File: config.mk
export PLATFORM = sky130hd
export DESIGN_NAME = aas_top
export DESIGN_NICKNAME = d
export VERILOG_FILES = /design/src/core/aas_pkg.sv /design/src/core/aas_conv_if.sv /design/src/core/aas_top.sv /design/src/core/aas_conv.sv /design/src/core/aas_sin.sv
export SDC_FILE = /design/constraint.sdc
export NUM_CORES = 1
export LEC_CHECK = 0
export BUFFER_PORTS_ARGS = -buffer_cell sky130_fd_sc_hd__buf_2
export CORE_UTILIZATION = 56
export CTS_CLUSTER_DIAMETER = 40
export DETAILED_ROUTE_END_ITERATION = 12
export MAX_ROUTING_LAYER = met4
export PLACE_DENSITY = 0.76
export SETUP_SLACK_MARGIN = 0.5
export SYNTH_ARGS = -nofsm -noshare
export SYNTH_HDL_FRONTEND = slang
export SYNTH_SLANG_ARGS = --single-unit
File: constraint.sdc
create_clock -name core_clk_i -period 3.07 [get_ports core_clk_i]
set_input_delay 0.614 -clock core_clk_i [delete_from_list [all_inputs] [get_ports core_clk_i]]
set_output_delay 0.614 -clock core_clk_i [all_outputs]
set_load 0.1 [all_outputs]
File: src/core/aas_pkg.sv
// Constants, field layout and state types for the aux converter readout block.
package aas_pkg;

	// Serial frame and result geometry.
	localparam int          FRAME_BITS    = 16;
	localparam int          RESULT_BITS   = 10;
	localparam logic [3:0]  LAST_BIT_IDX  = 4'hf;
	localparam logic [3:0]  TAIL_BIT_IDX  = 4'ha;
	localparam logic [4:0]  FRAME_COUNT   = 5'h10;

	// Instruction word: address in the top nibble, configuration below.
	localparam int          ADDR_LSB      = 12;
	localparam logic [3:0]  AUX_CFG_ADDR  = 4'h0;
	localparam logic [3:0]  VOID_ADDR     = 4'hf;

	// Configuration field positions inside the instruction word.
	localparam int          START_POS     = 0;
	localparam int          REF_POS       = 1;
	localparam int          INSEL_LSB     = 2;
	localparam int          AVG_LSB       = 4;
	localparam int          DIV_LSB       = 7;
	localparam int          OUTEN_POS     = 10;
	localparam int          CFG_MSB       = 10;
	localparam logic [10:1] CFG_RESET     = 10'h000;

	// One conversion spans twelve conversion-clock edges.
	localparam logic [3:0]  EDGES_PER_CONV = 4'hc;
	localparam logic [2:0]  AVG_LOG2_MAX   = 3'h5;

	// Synchroniser lanes for the serial pins.
	localparam int          PIN_DIN       = 0;
	localparam int          PIN_SCLK      = 1;
	localparam int          PIN_CS        = 2;

	typedef enum {ST_IDLE, ST_BUSY, ST_READY, ST_SHIFT, ST_LOCKED} aas_state_type;

	// Averaging code to log2 of the number of conversions; codes 11x saturate.
	function automatic logic [2:0] avg_log2(input logic [2:0] code);
		avg_log2 = (code > AVG_LOG2_MAX) ? AVG_LOG2_MAX : code;
	endfunction

endpackage

File: src/core/aas_conv_if.sv
// Handshake between the readout controller and the conversion sequencer.
`timescale 1ns/1ps
interface aas_conv_if;
	logic       start;
	logic [2:0] div_sel;
	logic [2:0] avg_sel;
	logic       busy;
	logic       done;
	logic [9:0] result;

	modport ctrl (output start, output div_sel, output avg_sel,
		input busy, input done, input result);
	modport conv (input start, input div_sel, input avg_sel,
		output busy, output done, output result);
endinterface

File: src/core/aas_top.sv
// Aux converter control and 3-wire serial readout, top level.
`timescale 1ns/1ps

// Functional notes
// - Conversion clock is system clock divided by two to the divider field, reset 0.
// - Results appear on the serial output only with output mode set; reset clear.
// - Serial output is high impedance only when idle or locked; it is driven while converting, holding a result or reading out.
// - Writing start drives the serial output high to show busy.
// - After all averaging the result is stored and the output driven low as ready.
// - With output mode set, readout starts at the next select/wake falling edge.
// - Result shifts out MSB first, changing on each serial clock falling edge.
// - Frame is 16 bits; the last result bit repeats for the final six.
// - Select/wake going high at the end of a readout returns the serial output to high impedance.
// - No new conversion starts while an unread result is held.
// - Start over an unread mode-0 result disables output until start 0 is written.
// - Back-to-back: select fall shifts old result, select rise loads new command.
// - 16-bit instructions are accepted at any time and update addressed settings.
// - Instructions to address 1111 change nothing.
// - Start clears itself at completion and is ignored during a conversion.
// - Each conversion takes twelve conversion-clock edges.
// - Averaging codes give 1 to 32 conversions, codes 11x give 32.
// - A two-bit field selects one of four converter inputs.
module aas_top
	import aas_pkg::*;
(
	// Clock and reset
	input  wire logic       core_clk_i,
	input  wire logic       srst_i,
	// Serial interface pins
	input  wire logic       cs_wake_n_i,
	input  wire logic       sclk_i,
	input  wire logic       din_i,
	output logic            dout_o,
	output logic            dout_oe_n_o,
	// Converter front end
	input  wire logic [9:0] sample_i,
	output logic [1:0]      input_select_o,
	output logic            converter_reference_select_o,
	// Status
	output logic            convert_start_o
);

	aas_conv_if cv ();

	logic [2:0]    pins;
	logic [2:0]    sync_a;
	logic [2:0]    sync_b;
	logic [2:0]    sync_c;
	logic          cs_fall;
	logic          cs_rise;
	logic          sclk_fall;
	logic          sclk_rise;
	logic          cmd_valid;
	logic [15:0]   cmd_word;
	logic          cmd_hit;
	logic          cmd_start;

	aas_state_type state, next_state;
	logic [10:1]   cfg, next_cfg;
	logic [9:0]    out_reg, next_out_reg;
	logic [3:0]    bit_idx, next_bit_idx;
	logic          start_req, next_start_req;
	logic          dout, next_dout;
	logic          oe_n, next_oe_n;

	assign pins = {cs_wake_n_i, sclk_i, din_i};

	// Pins are asynchronous; the third stage exists only for edge detection.
	generate
		for (genvar g = 0; g < 3; g++)
		begin : g_sync
			always_ff @(posedge core_clk_i)
			begin
				if (srst_i)
				begin
					sync_a[g] <= 1'b1;
					sync_b[g] <= 1'b1;
					sync_c[g] <= 1'b1;
				end
				else
				begin
					sync_a[g] <= pins[g];
					sync_b[g] <= sync_a[g];
					sync_c[g] <= sync_b[g];
				end
			end
		end
	endgenerate

	assign cs_fall   = sync_c[PIN_CS] & ~sync_b[PIN_CS];
	assign cs_rise   = ~sync_c[PIN_CS] & sync_b[PIN_CS];
	assign sclk_fall = sync_c[PIN_SCLK] & ~sync_b[PIN_SCLK];
	assign sclk_rise = ~sync_c[PIN_SCLK] & sync_b[PIN_SCLK];

	aas_sin u_sin (
		.core_clk_i  (core_clk_i),
		.srst_i      (srst_i),
		.sclk_rise_i (sclk_rise),
		.cs_fall_i   (cs_fall),
		.cs_rise_i   (cs_rise),
		.cs_low_i    (~sync_b[PIN_CS]),
		.din_i       (sync_b[PIN_DIN]),
		.cmd_valid_o (cmd_valid),
		.cmd_word_o  (cmd_word)
	);

	aas_conv u_conv (
		.core_clk_i (core_clk_i),
		.srst_i     (srst_i),
		.sample_i   (sample_i),
		.cv         (cv.conv)
	);

	// Address 1111 never matches a register, so an all-ones frame is harmless.
	function automatic logic addr_hit(input logic [15:0] word);
		if (word[15:ADDR_LSB] == VOID_ADDR)
			addr_hit = 1'b0;
		else if (word[15:ADDR_LSB] == AUX_CFG_ADDR)
			addr_hit = 1'b1;
		else
			addr_hit = 1'b0;
	endfunction

	assign cmd_hit   = cmd_valid && addr_hit(cmd_word);
	assign cmd_start = cmd_hit && cmd_word[START_POS];

	always_comb
	begin
		next_state     = state;
		next_cfg       = cfg;
		next_out_reg   = out_reg;
		next_bit_idx   = bit_idx;
		next_start_req = 1'b0;
		if (cmd_hit)
			next_cfg = cmd_word[CFG_MSB:REF_POS];
		case (state)
			ST_IDLE:
			begin
				// Start is issued a cycle later so the new divider and averaging apply.
				if (cmd_start)
				begin
					next_state     = ST_BUSY;
					next_start_req = 1'b1;
				end
			end
			ST_BUSY:
			begin
				// Start writes here are ignored; the bit clears itself on completion.
				if (cv.done)
				begin
					next_state   = ST_READY;
					next_out_reg = cv.result;
				end
			end
			ST_READY:
			begin
				if (cs_fall && cfg[OUTEN_POS])
				begin
					next_state   = ST_SHIFT;
					next_bit_idx = 4'h0;
				end
				else if (cmd_start)
					next_state = ST_LOCKED;
			end
			ST_SHIFT:
			begin
				if (cs_rise)
					next_state = ST_IDLE;
				else if (sclk_fall && (bit_idx != LAST_BIT_IDX))
					next_bit_idx = bit_idx + 4'h1;
			end
			ST_LOCKED:
			begin
				if (cmd_hit && !cmd_word[START_POS])
					next_state = ST_IDLE;
			end
			default:
				next_state = ST_IDLE;
		endcase
	end

	// Pin drive follows the next state so the pin and the state change together.
	always_comb
	begin
		next_dout = 1'b0;
		next_oe_n = 1'b1;
		case (next_state)
			ST_BUSY:
			begin
				next_oe_n = 1'b0;
				next_dout = 1'b1;
			end
			ST_READY:
				next_oe_n = 1'b0;
			ST_SHIFT:
			begin
				next_oe_n = 1'b0;
				if (next_bit_idx < TAIL_BIT_IDX)
					next_dout = next_out_reg[4'h9 - next_bit_idx];
				else
					next_dout = next_out_reg[0];
			end
			default:
				next_oe_n = 1'b1;
		endcase
	end

	always_ff @(posedge core_clk_i)
	begin
		if (srst_i)
		begin
			state     <= ST_IDLE;
			cfg       <= CFG_RESET;
			out_reg   <= 10'h000;
			bit_idx   <= 4'h0;
			start_req <= 1'b0;
			dout      <= 1'b0;
			oe_n      <= 1'b1;
		end
		else
		begin
			state     <= next_state;
			cfg       <= next_cfg;
			out_reg   <= next_out_reg;
			bit_idx   <= next_bit_idx;
			start_req <= next_start_req;
			dout      <= next_dout;
			oe_n      <= next_oe_n;
		end
	end

	assign cv.start                     = start_req;
	assign cv.div_sel                   = cfg[DIV_LSB+2:DIV_LSB];
	assign cv.avg_sel                   = cfg[AVG_LSB+2:AVG_LSB];
	assign input_select_o               = cfg[INSEL_LSB+1:INSEL_LSB];
	assign converter_reference_select_o = cfg[REF_POS];
	assign convert_start_o              = (state == ST_BUSY);
	assign dout_o                       = dout;
	assign dout_oe_n_o                  = oe_n;
endmodule // aas_top

File: src/core/aas_conv.sv
// Conversion clock divider and averaging conversion sequencer.
`timescale 1ns/1ps
module aas_conv
	import aas_pkg::*;
(
	// Clock and reset
	input  wire logic       core_clk_i,
	input  wire logic       srst_i,
	// Converter sample
	input  wire logic [9:0] sample_i,
	// Controller side
	aas_conv_if.conv        cv
);

	logic [6:0]  div_cnt, next_div_cnt;
	logic [3:0]  edge_cnt, next_edge_cnt;
	logic [4:0]  avg_cnt, next_avg_cnt;
	logic [14:0] acc, next_acc;
	logic [2:0]  div_lat, next_div_lat;
	logic [2:0]  avg_lat, next_avg_lat;
	logic        busy, next_busy;
	logic        done, next_done;
	logic [9:0]  result, next_result;
	logic        tick;
	logic [6:0]  div_limit;
	logic [4:0]  avg_last;

	assign div_limit = 7'((8'h01 << div_lat) - 8'h01);
	assign tick      = busy && (div_cnt == div_limit);
	assign avg_last  = 5'((6'h01 << avg_log2(avg_lat)) - 6'h01);

	always_comb
	begin
		next_div_cnt  = div_cnt;
		next_edge_cnt = edge_cnt;
		next_avg_cnt  = avg_cnt;
		next_acc      = acc;
		next_div_lat  = div_lat;
		next_avg_lat  = avg_lat;
		next_busy     = busy;
		next_done     = 1'b0;
		next_result   = result;
		if (cv.start && !busy)
		begin
			// Settings are frozen for the whole conversion so late writes cannot skew it.
			next_busy     = 1'b1;
			next_div_lat  = cv.div_sel;
			next_avg_lat  = cv.avg_sel;
			next_div_cnt  = 7'h00;
			next_edge_cnt = 4'h0;
			next_avg_cnt  = 5'h00;
			next_acc      = 15'h0000;
		end
		else if (busy)
		begin
			next_div_cnt = tick ? 7'h00 : div_cnt + 7'h01;
			if (tick)
			begin
				if (edge_cnt == 4'h0)
					next_acc = acc + 15'(sample_i);
				if (edge_cnt == EDGES_PER_CONV - 4'h1)
				begin
					next_edge_cnt = 4'h0;
					next_avg_cnt  = avg_cnt + 5'h01;
					if (avg_cnt == avg_last)
					begin
						next_busy   = 1'b0;
						next_done   = 1'b1;
						next_result = 10'(acc >> avg_log2(avg_lat));
					end
				end
				else
					next_edge_cnt = edge_cnt + 4'h1;
			end
		end
	end

	always_ff @(posedge core_clk_i)
	begin
		if (srst_i)
		begin
			div_cnt  <= 7'h00;
			edge_cnt <= 4'h0;
			avg_cnt  <= 5'h00;
			acc      <= 15'h0000;
			div_lat  <= 3'h0;
			avg_lat  <= 3'h0;
			busy     <= 1'b0;
			done     <= 1'b0;
			result   <= 10'h000;
		end
		else
		begin
			div_cnt  <= next_div_cnt;
			edge_cnt <= next_edge_cnt;
			avg_cnt  <= next_avg_cnt;
			acc      <= next_acc;
			div_lat  <= next_div_lat;
			avg_lat  <= next_avg_lat;
			busy     <= next_busy;
			done     <= next_done;
			result   <= next_result;
		end
	end

	assign cv.busy   = busy;
	assign cv.done   = done;
	assign cv.result = result;
endmodule // aas_conv

File: src/core/aas_sin.sv
// Serial instruction receiver on the select/wake framed input.
`timescale 1ns/1ps
module aas_sin
	import aas_pkg::*;
(
	// Clock and reset
	input  wire logic        core_clk_i,
	input  wire logic        srst_i,
	// Synchronised pin events
	input  wire logic        sclk_rise_i,
	input  wire logic        cs_fall_i,
	input  wire logic        cs_rise_i,
	input  wire logic        cs_low_i,
	input  wire logic        din_i,
	// Received instruction
	output logic             cmd_valid_o,
	output logic [15:0]      cmd_word_o
);

	logic [15:0] shreg, next_shreg;
	logic [4:0]  cnt, next_cnt;
	logic        valid, next_valid;
	logic [15:0] word, next_word;

	always_comb
	begin
		next_shreg = shreg;
		next_cnt   = cnt;
		next_valid = 1'b0;
		next_word  = word;
		if (cs_fall_i)
			next_cnt = 5'h00;
		else if (sclk_rise_i && cs_low_i)
		begin
			next_shreg = {shreg[14:0], din_i};
			if (cnt != FRAME_COUNT)
				next_cnt = cnt + 5'h01;
		end
		// Only a complete frame is accepted; short frames are dropped.
		if (cs_rise_i && (cnt == FRAME_COUNT))
		begin
			next_valid = 1'b1;
			next_word  = shreg;
		end
	end

	always_ff @(posedge core_clk_i)
	begin
		if (srst_i)
		begin
			shreg <= 16'h0000;
			cnt   <= 5'h00;
			valid <= 1'b0;
			word  <= 16'hffff;
		end
		else
		begin
			shreg <= next_shreg;
			cnt   <= next_cnt;
			valid <= next_valid;
			word  <= next_word;
		end
	end

	assign cmd_valid_o = valid;
	assign cmd_word_o  = word;

endmodule // aas_sin

==> run metrics <==
worst path bufs/invs=4; CP peak stage delay=0.39 ns; layout cell share with drive strength beyond 1=20.5%; Startpoint Class=flip-flop; Synth cell types=65; Slew Limit Headroom=33.7%; first-pass GRT wire length=24,400 um; Clock Sinks=153; largest net degree at the start of global routing=45; Post-synth EDFFs=0; DR iter-0 viols=around 250; # rows=40; RSZ-0062 raised after global routing=true; Largest delay share family, worst path=simple AND/OR/NAND/NOR gates; drt drc=0; flops & latches, synth=153; pre-CTS setup slack=0.174 ns; Worst VDD drop=0.000448 V; routability cong.=~0.85; die height=roughly 110 um; final wirelength=~15,000 um; LEAKAGE=approximately 3.4 nW; post-synthesis sequential area ratio=about 45%; CTS Buffer Depth=2; synthesized cell area=0.00687 sq mm; biggest registers after layout=state x32, u_sin.shreg x16; commonest non-fill, non-tap cell in the layout=dfxtp_1; initial antenna violation count=0; skew final=0.00978 ns; core area=around 0.012 sq mm; setup_tns=0 ns; outcome=finished, final reports clean; GRT Util Overall=24.6%; fillers=850; Worst-path clk slew=~0.070 ns; maxcap violations=0; routed wl met3=507 um; antenna-violating nets left=0; Die W=113 um; clock buffer count from CTS=17; Reg with most FFs=state; CP required=3.38 ns; final worst path period share=approximately nine tenths; metal2 WL=7730 um; Peak Freq=0.355 GHz; die area=roughly 0.013 sq mm; synth-to-layout area growth=21.8%; Final Critical Period=2.81 ns; Worst Path Arrival=about 3.1 ns; hold_buf cts=0; Top FF cell, synth=dfxtp_1; Max Transition Viols Final=0; worst setup margin=0.257 ns; CTS tree=yes; Syn Inst Count=775; synthesized area per cell=8.87 sq um; Avg Vias per Cell=5.56; Yosys top cell area share=44.6%; Hold Path Class=primary input to flip-flop; Max H-tree Level=4; post-synthesis async set-or-reset flop share=0%; Starting Density=between 50% and 60%; largest area contributor in the netlist=dfxtp_1; setup violators final=0; gr ovfl total=0; Synth area leaders=dfxtp_1 (45%), mux2i_1 (7.3%), nand2_1 (7.0%), nor2_1 (4.2%), a21oi_1 (3.7%); Crit Path Max Fanout=9; I/O Buffers=20; Setup Crit Path Kind=flip-flop to flip-flop; Yosys warning count=0; First-pass DRT Iterations=4; commonest non-fill, non-tap cells in the layout=dfxtp_1 (147), nand2_1 (128), nor2_1 (72), mux2i_1 (49), a21oi_1 (45); clk_lat worst skew=about 0.43 ns; worst path cell trace=or3_4 -> ha_4 -> and2_4 -> o21ai_2 -> and3b_1 -> or2_1 -> nand4_1 -> buf_4 -> or3_4 -> buf_12 -> buf_6 -> buf_4 -> nand2_1 -> a21oi_2; DR WL/cell=14.9 um; Worst Setup End Kind=flip-flop; routed vias=5,581; M1 wire length=6360 um; Final #Nets=a little under 900; top routing layer used=met4; worst-margin pin slew=between 0.9 and 1 ns; CP max stage cell=or3_4; DP Wirelength=9370 um; Final Hold Violating Endpoints=0; max FFs per register=32; Ports=21; number of global-route vias before repair=about 5,400; final antenna diode count=0; CTS root buffer=clkbuf_16; Pwr Density=roughly 500 mW/mm^2
[report_power, final]
part | leakage (nW) | switching, mW | total [mW] | internal [mW]
Sequential | 1.25 | 0.0166 | 2.02 | 2.01
Combinational | 1.82 | 0.0512 | 0.0825 | 0.0313
Clock | 0.286 | 0.896 | 2.04 | 1.15
[what timing repair did]
item | CTS | global route
endpoints found under the setup margin | 28 | 43
buffers inserted | 23 | 7
pin swaps | 19 | 14
resized for setup | 31 | 38
[final timing paths]
kind | slack, ns | end | depth (start not counted) | start
max | 0.26 | u_conv.cv.result[2]$_SDFFE_PP0P_ | 14 | u_conv.div_lat[2]$_SDFFE_PP0P_
min reg2reg | 0.41 | sync_b[2]$_SDFF_PP1_ | 1 | sync_a[2]$_SDFF_PP1_
max reg2reg | 0.26 | u_conv.cv.result[2]$_SDFFE_PP0P_ | 14 | u_conv.div_lat[2]$_SDFFE_PP0P_
min | 0.36 | sync_a[0]$_SDFF_PP1_ | 2 | din_i
[through the flow]
step	utilization [%]	cells	area [sq um]	power, mW	hold slack [ns]
after floorplan	-	803	7120	2.12	0.389
after global placement	60.8	942	7270	2.14	0.394
after detailed placement	60.8	942	7270	2.14	0.397
after CTS	68.3	997	8170	4.18	0.353
after global routing	70.0	1004	8370	4.27	0.355
final	70.0	1004	8370	4.15	0.361
[synthesized netlist by cell type (all sizes together) (4+ instances only)]
master    n
a211o     6
or4       4
nand3b   19
dfxtp   153
nor3     13
nand4    11
and2      5
xor2     11
nor2b     9
nor4     14
mux2i    50
o21ai    27
nand2   129
or3       8
xnor2    15
a21o      4
ha       20
a21oi    51
nor2     77
buf      11
a21boi    4
inv      22
clkbuf   31
nand2b    7
mux2      7
nand3     9
or2      11
[final cells by class]
| class | count | area, sq um | area share (%) |
|---|---|---|---|
| clock buffer | 17 | 425 | 5.08 |
| clock inverter | 15 | 156 | 1.87 |
| inverter | 22 | 82.6 | 0.987 |
| multi-input combinational | 586 | 3950 | 47.2 |
| sequential | 153 | 3080 | 36.8 |
| tap | 147 | 184 | 2.20 |
| timing repair buffer | 64 | 488 | 5.83 |
[layer usage]
metal  global-route usage, %  up-vias
li1                        -     2784
met1                    28.8     2661
met2                    41.1      104
met3                    5.30       32
met4                    10.2        0
met5                       -        -
[logic make-up after synthesis]
family	synth area share [%]
DFF	44.6
and+or+nand+nor	23.5
muxes	9.41
AOI/OAI and AO/OA	11.5
adders and majority gates	3.93
buffers and inverters	3.71
xor gates and xnor gates	3.31
other	0.0546
[worst reg2reg max path, stage by stage, from the launching register on]
cell     delay, ns
dfxtp_4       0.34
or3_4         0.39
ha_4          0.20
and2_4        0.14
o21ai_2       0.14
and3b_1       0.19
or2_1         0.12
nand4_1       0.12
buf_4         0.16
or3_4         0.34
buf_12        0.15
buf_6         0.14
buf_4         0.14
nand2_1       0.07
a21oi_2       0.05
Note: power is estimated with default switching activity, not from simulation.
